### config.mk
export PLATFORM = sky130hd
export DESIGN_NAME = oid_phy_flat
export DESIGN_NICKNAME = d
export VERILOG_FILES = /design/src/shared/oid_pkg.sv /design/src/shared/oid_link_if.sv /design/src/verilog/oid_phy.sv /design/src/flat_wrapper.sv
export SDC_FILE = /design/constraint.sdc
export NUM_CORES = 1
export LEC_CHECK = 0
export BUFFER_PORTS_ARGS = -buffer_cell sky130_fd_sc_hd__buf_2
export CAP_MARGIN = 20
export CORE_MARGIN = 3
export CORE_UTILIZATION = 54
export CTS_CLUSTER_DIAMETER = 150
export CTS_CLUSTER_SIZE = 30
export DETAILED_ROUTE_END_ITERATION = 12
export MAX_ROUTING_LAYER = met4
export PLACE_DENSITY = 0.81
export SLEW_MARGIN = 10
export SYNTH_ARGS = -nofsm -noshare
export SYNTH_HDL_FRONTEND = slang
export SYNTH_SLANG_ARGS = --single-unit
### constraint.sdc
create_clock -name sys_clk -period 2.2 [get_ports sys_clk]
set_input_delay 0 -clock sys_clk [delete_from_list [all_inputs] [get_ports sys_clk]]
set_output_delay 0 -clock sys_clk [all_outputs]
set_load 0.02 [all_outputs]
### src/shared/oid_pkg.sv
// Shared constants for the ID pin detection block and its link controller
`default_nettype none

package oid_pkg;

    // ------------------------
    // Clock and timing
    // ------------------------
    localparam int CLK_HZ = 50_000_000;
    localparam int BIAS_SETTLE_MS = 50;
    localparam int BIAS_SETTLE_CYCLES = BIAS_SETTLE_MS * (CLK_HZ / 1000);
    localparam int RID_CONV_US = 1;
    localparam int RID_CONV_CYCLES = RID_CONV_US * (CLK_HZ / 1_000_000);

    // ------------------------
    // Register addresses
    // ------------------------
    localparam logic [5:0] ADDR_OTG_CTRL = 6'h0a;
    localparam logic [5:0] ADDR_IRQ_RISE = 6'h0d;
    localparam logic [5:0] ADDR_IRQ_FALL = 6'h10;
    localparam logic [5:0] ADDR_IRQ_STAT = 6'h13;
    localparam logic [5:0] ADDR_CARKIT_STAT = 6'h19;
    localparam logic [5:0] ADDR_RID_CTRL = 6'h30;

    // ------------------------
    // Field positions
    // ------------------------
    localparam int BIAS_EN_BIT = 0;
    localparam int GND_BIT = 4;
    localparam int OPEN_EN_BIT = 5;
    localparam int OPEN_STAT_BIT = 0;
    localparam int RID_START_BIT = 0;
    localparam int RID_DONE_BIT = 1;
    localparam int RID_CODE_LSB = 2;
    localparam int RX_ID_BIT = 6;
    localparam int RX_ALT_BIT = 7;

    // ------------------------
    // Reset values and resistance codes
    // ------------------------
    localparam logic [7:0] RST_BYTE = 8'h00;
    localparam logic [2:0] RID_GROUND = 3'h0;
    localparam logic [2:0] RID_75R = 3'h1;
    localparam logic [2:0] RID_102K = 3'h2;
    localparam logic [2:0] RID_200K = 3'h3;
    localparam logic [2:0] RID_440K = 3'h4;
    localparam logic [2:0] RID_FLOAT = 3'h5;

endpackage

`default_nettype wire

### src/shared/oid_link_if.sv
// Register access and receive-command carrier between phy end and link end
`default_nettype none

interface oid_link_if;
    logic reg_req;
    logic reg_we;
    logic [5:0] reg_addr;
    logic [7:0] reg_wdata;
    logic reg_ack;
    logic [7:0] reg_rdata;
    logic rxcmd_valid;
    logic [7:0] rxcmd_data;

    modport phy (
        input reg_req,
        input reg_we,
        input reg_addr,
        input reg_wdata,
        output reg_ack,
        output reg_rdata,
        output rxcmd_valid,
        output rxcmd_data
    );

    modport link (
        output reg_req,
        output reg_we,
        output reg_addr,
        output reg_wdata,
        input reg_ack,
        input reg_rdata,
        input rxcmd_valid,
        input rxcmd_data
    );
endinterface

`default_nettype wire

### src/verilog/oid_phy.sv
// Device end: ID pin comparator readout, bias control, resistance converter
//
// Summary of operation
// - Grounded ID means A plug, open means B
// - Link enables bias, waits 50 ms, reads flag
// - Weak bias holds ID high when idle
// - Largest resistor pulls grounded comparator low, interrupting
// - Converter codes ground to floating, bias off
// - Converter runs synchronously after grounded flag falls
// - Bias enable bit connects strong 100K pull-up
// - Open changes send alternate-interrupt receive command
// - Flags 1/1 float, 1/0 102K, 0/0 ground
// - Link clears bias and open enables on A
// - Weak bias returns ID high after removal
// - Grounded flag at bit 4 of status
// - Grounded flag changes interrupt when edges enabled
// - Open flag at bit 0 of carkit status
// - Link prefers converter over open comparator
`default_nettype none

module oid_phy #(
    parameter int CONV_CYCLES = oid_pkg::RID_CONV_CYCLES
) (
    // Clock and reset
    input wire logic sys_clk,
    input wire logic reset,
    // Link side
    oid_link_if.phy link,
    // Analog comparators and converter
    input wire logic id_gnd_cmp,
    input wire logic id_open_cmp,
    input wire logic [2:0] rid_code_in,
    // Analog controls and cable state
    output logic strong_bias_on,
    output logic weak_id_bias,
    output logic rid_conv_en,
    output logic a_plug
);

    // ------------------------------------------------------------------
    // State
    // ------------------------------------------------------------------
    typedef struct packed {
        logic gnd_s1;
        logic gnd_s2;
        logic id_grounded_flag;
        logic open_s1;
        logic open_s2;
        logic open_level;
        logic [2:0] rid_s1;
        logic [2:0] rid_s2;
        logic id_bias_enable;
        logic gnd_rise_en;
        logic gnd_fall_en;
        logic id_open_rise_irq_en;
        logic id_open_fall_irq_en;
        logic conv_busy;
        logic conv_done;
        logic [15:0] conv_cnt;
        logic [2:0] rid_code;
        logic gnd_pend;
        logic open_pend;
        logic ack;
        logic [7:0] rdata;
        logic rx_valid;
        logic [7:0] rx_data;
        logic strong_bias;
        logic weak_bias;
        logic a_plug;
    } oid_phy_state_t;

    oid_phy_state_t st;
    oid_phy_state_t next_st;

    logic id_open_flag;
    logic gnd_rise;
    logic gnd_fall;
    logic open_rise;
    logic open_fall;
    logic acc;

    // Open comparator is only powered with the strong bias on
    assign id_open_flag = st.open_level & st.id_bias_enable;
    assign gnd_rise = st.gnd_s2 & ~st.id_grounded_flag;
    assign gnd_fall = ~st.gnd_s2 & st.id_grounded_flag;
    assign open_rise = st.open_s2 & ~st.open_level;
    assign open_fall = ~st.open_s2 & st.open_level;
    // Access taken once per request; ack drops the cycle after
    assign acc = link.reg_req & ~st.ack;

    // ------------------------------------------------------------------
    // Next-state logic
    // ------------------------------------------------------------------
    always_comb begin
        next_st = st;

        // Two-stage synchronisers, first stage read only by the second
        next_st.gnd_s1 = id_gnd_cmp;
        next_st.gnd_s2 = st.gnd_s1;
        next_st.open_s1 = id_open_cmp;
        next_st.open_s2 = st.open_s1;
        next_st.rid_s1 = rid_code_in;
        next_st.rid_s2 = st.rid_s1;

        // Flags follow the synchronised comparators
        next_st.id_grounded_flag = st.gnd_s2;
        next_st.open_level = st.open_s2;
        next_st.a_plug = ~st.gnd_s2;

        // Weak bias is never switched off; it keeps a bare pin high
        next_st.weak_bias = 1'b1;
        next_st.strong_bias = st.id_bias_enable;

        // Register access
        next_st.ack = acc;
        next_st.rdata = oid_pkg::RST_BYTE;
        if (acc && link.reg_we) begin
            case (link.reg_addr)
                oid_pkg::ADDR_OTG_CTRL: begin
                    next_st.id_bias_enable = link.reg_wdata[oid_pkg::BIAS_EN_BIT];
                end
                oid_pkg::ADDR_IRQ_RISE: begin
                    next_st.gnd_rise_en = link.reg_wdata[oid_pkg::GND_BIT];
                    next_st.id_open_rise_irq_en = link.reg_wdata[oid_pkg::OPEN_EN_BIT];
                end
                oid_pkg::ADDR_IRQ_FALL: begin
                    next_st.gnd_fall_en = link.reg_wdata[oid_pkg::GND_BIT];
                    next_st.id_open_fall_irq_en = link.reg_wdata[oid_pkg::OPEN_EN_BIT];
                end
                oid_pkg::ADDR_RID_CTRL: begin
                    // Start refused while strong bias would skew the reading
                    if (link.reg_wdata[oid_pkg::RID_START_BIT] && !st.id_bias_enable
                        && !st.conv_busy) begin
                        next_st.conv_busy = 1'b1;
                        next_st.conv_done = 1'b0;
                        next_st.conv_cnt = 16'h0000;
                    end
                end
                default: begin
                end
            endcase
        end else if (acc) begin
            case (link.reg_addr)
                oid_pkg::ADDR_OTG_CTRL: begin
                    next_st.rdata[oid_pkg::BIAS_EN_BIT] = st.id_bias_enable;
                end
                oid_pkg::ADDR_IRQ_RISE: begin
                    next_st.rdata[oid_pkg::GND_BIT] = st.gnd_rise_en;
                    next_st.rdata[oid_pkg::OPEN_EN_BIT] = st.id_open_rise_irq_en;
                end
                oid_pkg::ADDR_IRQ_FALL: begin
                    next_st.rdata[oid_pkg::GND_BIT] = st.gnd_fall_en;
                    next_st.rdata[oid_pkg::OPEN_EN_BIT] = st.id_open_fall_irq_en;
                end
                oid_pkg::ADDR_IRQ_STAT: begin
                    next_st.rdata[oid_pkg::GND_BIT] = st.id_grounded_flag;
                end
                oid_pkg::ADDR_CARKIT_STAT: begin
                    next_st.rdata[oid_pkg::OPEN_STAT_BIT] = id_open_flag;
                end
                oid_pkg::ADDR_RID_CTRL: begin
                    next_st.rdata[oid_pkg::RID_START_BIT] = st.conv_busy;
                    next_st.rdata[oid_pkg::RID_DONE_BIT] = st.conv_done;
                    next_st.rdata[oid_pkg::RID_CODE_LSB +: 3] = st.rid_code;
                end
                default: begin
                end
            endcase
        end

        // Converter: settle for the conversion time, then capture
        if (st.conv_busy) begin
            if (st.conv_cnt == 16'(CONV_CYCLES - 1)) begin
                next_st.conv_busy = 1'b0;
                next_st.conv_done = 1'b1;
                next_st.rid_code = st.rid_s2;
            end else begin
                next_st.conv_cnt = st.conv_cnt + 16'h0001;
            end
        end

        // Pending notifications; a new edge wins over the clear that follows the send
        next_st.rx_valid = 1'b0;
        next_st.rx_data = oid_pkg::RST_BYTE;
        if (st.gnd_pend) begin
            next_st.rx_valid = 1'b1;
            next_st.rx_data[oid_pkg::RX_ID_BIT] = st.id_grounded_flag;
            next_st.gnd_pend = 1'b0;
        end else if (st.open_pend) begin
            next_st.rx_valid = 1'b1;
            next_st.rx_data[oid_pkg::RX_ID_BIT] = st.id_grounded_flag;
            next_st.rx_data[oid_pkg::RX_ALT_BIT] = 1'b1;
            next_st.open_pend = 1'b0;
        end
        if ((gnd_rise && st.gnd_rise_en) || (gnd_fall && st.gnd_fall_en)) begin
            next_st.gnd_pend = 1'b1;
        end
        if (st.id_bias_enable && ((open_rise && st.id_open_rise_irq_en)
            || (open_fall && st.id_open_fall_irq_en))) begin
            next_st.open_pend = 1'b1;
        end
    end

    // ------------------------------------------------------------------
    // State register
    // ------------------------------------------------------------------
    always_ff @(posedge sys_clk) begin
        if (reset) begin
            st <= '0;
            st.gnd_s1 <= 1'b1;
            st.gnd_s2 <= 1'b1;
            st.id_grounded_flag <= 1'b1;
            st.weak_bias <= 1'b1;
            st.rid_code <= oid_pkg::RID_FLOAT;
        end else begin
            st <= next_st;
        end
    end

    // ------------------------------------------------------------------
    // Outputs, all from flops
    // ------------------------------------------------------------------
    assign link.reg_ack = st.ack;
    assign link.reg_rdata = st.rdata;
    assign link.rxcmd_valid = st.rx_valid;
    assign link.rxcmd_data = st.rx_data;
    assign strong_bias_on = st.strong_bias;
    assign weak_id_bias = st.weak_bias;
    assign rid_conv_en = st.conv_busy;
    assign a_plug = st.a_plug;

endmodule

`default_nettype wire

### src/flat_wrapper.sv
// flat-port wrapper written by rule: the top's interface ports become plain ports
module oid_phy_flat 
#(
    parameter int CONV_CYCLES = oid_pkg::RID_CONV_CYCLES
)
  (sys_clk, reset, id_gnd_cmp, id_open_cmp, rid_code_in, strong_bias_on, weak_id_bias, rid_conv_en, a_plug, link_reg_req, link_reg_we, link_reg_addr, link_reg_wdata, link_reg_ack, link_reg_rdata, link_rxcmd_valid, link_rxcmd_data);
  oid_link_if link_i ();
  input wire logic sys_clk;
  input wire logic reset;
  input wire logic id_gnd_cmp;
  input wire logic id_open_cmp;
  input wire logic [2:0] rid_code_in;
  output logic strong_bias_on;
  output logic weak_id_bias;
  output logic rid_conv_en;
  output logic a_plug;
  input wire logic [$bits(link_i.reg_req)-1:0] link_reg_req;
  input wire logic [$bits(link_i.reg_we)-1:0] link_reg_we;
  input wire logic [$bits(link_i.reg_addr)-1:0] link_reg_addr;
  input wire logic [$bits(link_i.reg_wdata)-1:0] link_reg_wdata;
  output wire logic [$bits(link_i.reg_ack)-1:0] link_reg_ack;
  output wire logic [$bits(link_i.reg_rdata)-1:0] link_reg_rdata;
  output wire logic [$bits(link_i.rxcmd_valid)-1:0] link_rxcmd_valid;
  output wire logic [$bits(link_i.rxcmd_data)-1:0] link_rxcmd_data;
  assign link_i.reg_req = link_reg_req;
  assign link_i.reg_we = link_reg_we;
  assign link_i.reg_addr = link_reg_addr;
  assign link_i.reg_wdata = link_reg_wdata;
  assign link_reg_ack = link_i.reg_ack;
  assign link_reg_rdata = link_i.reg_rdata;
  assign link_rxcmd_valid = link_i.rxcmd_valid;
  assign link_rxcmd_data = link_i.rxcmd_data;
  oid_phy #(.CONV_CYCLES(CONV_CYCLES)) u_core (.sys_clk(sys_clk), .reset(reset), .link(link_i), .id_gnd_cmp(id_gnd_cmp), .id_open_cmp(id_open_cmp), .rid_code_in(rid_code_in), .strong_bias_on(strong_bias_on), .weak_id_bias(weak_id_bias), .rid_conv_en(rid_conv_en), .a_plug(a_plug));
endmodule
==> out/qor.csv <==
metric,value,unit
routed wire length,4230,um
WHS Path Cells,3,
pre-CTS WS,361,ps
crit path time final,1880,ps
register bit total from synthesis,52,
Vias/cell,5.59,
RSZ-0062 raised after global routing,false,
slew of the pin with the lowest slew margin,603,ps
post-cts hold buffer count,9,
CP Launch Type,flop,
DR DRC count,0,
Fin. Hold Viols,0,
outcome,finished clean,
Cells after Synth,245,
Post-synth EDFFs,0,
fin nets,297,
Hold Crit Start,link_reg_we,
Max Clk Rate,532,MHz
TritonCTS Buffers,5,
dominant synthesized flop cell,dfxtp_1,
"Largest stage delay, worst path",530,ps
die area,5020,um^2
worst relative slew slack,59.8,%
Clock power frac,33.7,%
# rows,22,
Power Total,1.58,mW
Syn Std Cell Area,2270,um^2
post-DR wirelength/cell,13.2,um
"CTS clk-pin slew, worst paths",90,ps
die span in x,70.9,um
Pins Over Slew Limit,0,
Area Overhead vs Synth,10.7,%
Crit. path cell count,6,
Peak supply drop,380,uV
top post-synthesis cells by area,"dfxtp_1 46%, buf_4 5.9%, nand3_1 4.4%, a21oi_1 3.5%, nor2b_1 2.8%",
Async SR Flop Fraction,0,%
final setup violation count,0,
CP bufs+invs,1,
CTS root buf,clkbuf_8,
Worst Path Max Fanout,16,
min-delay worst type,in2reg,
leading area contributor after synthesis,dfxtp_1,
Ports,45,
PD cells,627,nW/um^2
distinct cell type count after synthesis,47,
critical path class,reg2reg,
Critical Path End Type,flop,
cells resized by post-CTS repair,0,
I/O Buffers,30,
cell internal pwr,1.22,mW
Yosys warnings,0,
setup TNS,0,ps
total vias in the final route,1795,
Tcrit/Tclk final,85.4,%
Sw Pwr,0.363,mW
Clock Latency Late Sink,300,ps
Die H,70.9,um
first-pass GRT wire length,6960,um
RR Endpoint,u_core.st[41],
CTS sink cnt,52,
Util after Layout,65.3,%
Area after DPL,2340,um^2
cells along the critical path,inv_1 > ha_1 > nor4b_2 > a41o_4 > or4_4 > a21oi_2,
DR iter-0 viols,126,
"CP delay by family, top",simple AND/OR/NAND/NOR gates,
number of setup buffers added after CTS,0,
placed insts,304,
Comb pwr share,5.8,%
sequential fraction of the synthesis area,45.8,%
RePlAce Congestion,0.877,
final design area excluding fillers,2520,um^2
sequential share of power,60.5,%
r2r startpoint,u_core.st[27],
most frequent cell after synthesis,dfxtp_1,
most frequent cells after synthesis,"52 x dfxtp_1, 20 x nand3_1, 18 x buf_4",
Total Routing Usage GR,17.6,%
hold endpoint,u_core.link.reg_rdata[0],
Setup Skew,7.04,ps
share of post-route cells with drive strength above 1,18.3,%
Net Sw Frac,23.0,%
Slowest cell on crit path,or4_4,
Max Cap Violations,0,
Avg Inst Size Synth,9.28,um^2
R2R depth,6,
Setup WS post-layout,322,ps
flop2flop setup slack,320,ps
CP Data Required Time,2440,ps
# H-tree levels,2,
area share of the largest cell type after synthesis,45.8,%
Routed Antenna Nets,0,
n_diodes,0,
CTS max path bufs,2,
gr ovfl total,0,
initial core utilization,59.0,%
hold slack,37.3,ps
leak pwr,0.984,nW
CTS tree,done,
vias in the first global route,1538,
HPWL Detailed,2920,um
Final Non-Filler Cells,321,
Crit. Startpoint,u_core.st[27],
initial antenna violation count,0,
arrival time worst endpoint,2120,ps
Core Region,3850,um^2
drt pass-1 iters,4,
pin count of the biggest net entering global routing,40,
## layout make-up
cell class,count,area (um^2)
Clock inverter,2,16.3
Fill cell,327,1340
Clock buffer,6,72.6
Tap cell,48,60.1
Inverter,4,15.0
Sequential cell,52,1040
Multi-Input combinational cell,169,1060
Timing Repair Buffer,40,248
## placed cells by master (no fill, tap or decap), types with 2 or more instances in the layout
cell type      Yosys  final
nor3_1             2      2
nor4b_1            2      2
mux2i_1            4      4
inv_1              4      4
nor3b_1            4      4
or3_1              6      6
nand3b_1           5      5
nand2_1            8      8
nor2_1            14     14
o211ai_1           2      2
a22oi_1            3      3
dfxtp_1           52     52
and2_1             3      3
and3_1             8      8
or2_2              4      4
a21oi_1           16     16
o21ai_1            2      2
a41oi_1            2      2
clkbuf_8           0      5
and4_1             2      2
nand3_1           20     20
buf_2              2     30
nand2b_1           5      5
nor2b_1           10     10
xor2_1             2      2
or4_1              3      3
ha_1               2      2
o21ai_0            8      8
and4_2             2      2
nand4_1            7      7
dlygate4sd3_1      0      9
conb_1             2      9
## state kept, by name (all words and copies together), names as in the netlist
signal	flops
u_core.a_plug	1
u_core.link.reg_rdata	6
u_core.rid_conv_en	1
u_core.link.reg_ack	1
u_core.next_st	8
u_core.link.rxcmd_valid	1
u_core.st	31
u_core.link.rxcmd_data	2
u_core.strong_bias_on	1
## power by group through the flow
| stage | Combinational, mW | Sequential [mW] | Clock [mW] |
|---|---|---|---|
| detailed placement | 0.0778 | 0.978 | 0 |
| global placement | 0.0768 | 0.977 | 0 |
| global route | 0.0992 | 0.957 | 0.584 |
| finish | 0.0912 | 0.955 | 0.532 |
| CTS | 0.0902 | 0.956 | 0.539 |
| floorplan | 0.0615 | 0.979 | 0 |
## routing by layer
layer	global-route usage (%)	vias up	part of all wire, %
li1	-	909	-
met1	24.1	825	48
met2	25.3	57	45
met3	4.83	4	6.5
met4	5.22	0	1.2
met5	-	-	0
## kinds of logic (layout without fill, tap and decap cells)
family	count (synthesis)	in the layout	synth area share, %
mux	4	4	1.76
xor+xnor	3	3	1.16
other cells	2	9	0.330
flops	52	52	45.8
buf+inv	31	52	8.53
simple gates	113	113	30.8
fa+ha+maj	2	2	1.10
compound gates	38	38	10.6
## worst min-delay path, cell delays in order
cell and delay (ps):
buf_2 100, or3_1 150, a21oi_1 50
## worst max path at each step
stage                     slack [ps]            end
after floorplan                  480  u_core.st[41]
after global placement           380  u_core.st[41]
after detailed placement         360  u_core.st[41]
after CTS                        320  u_core.st[41]
after global routing             190  u_core.st[41]
final                            320  u_core.st[41]
Power figures use the tool's default switching activity.
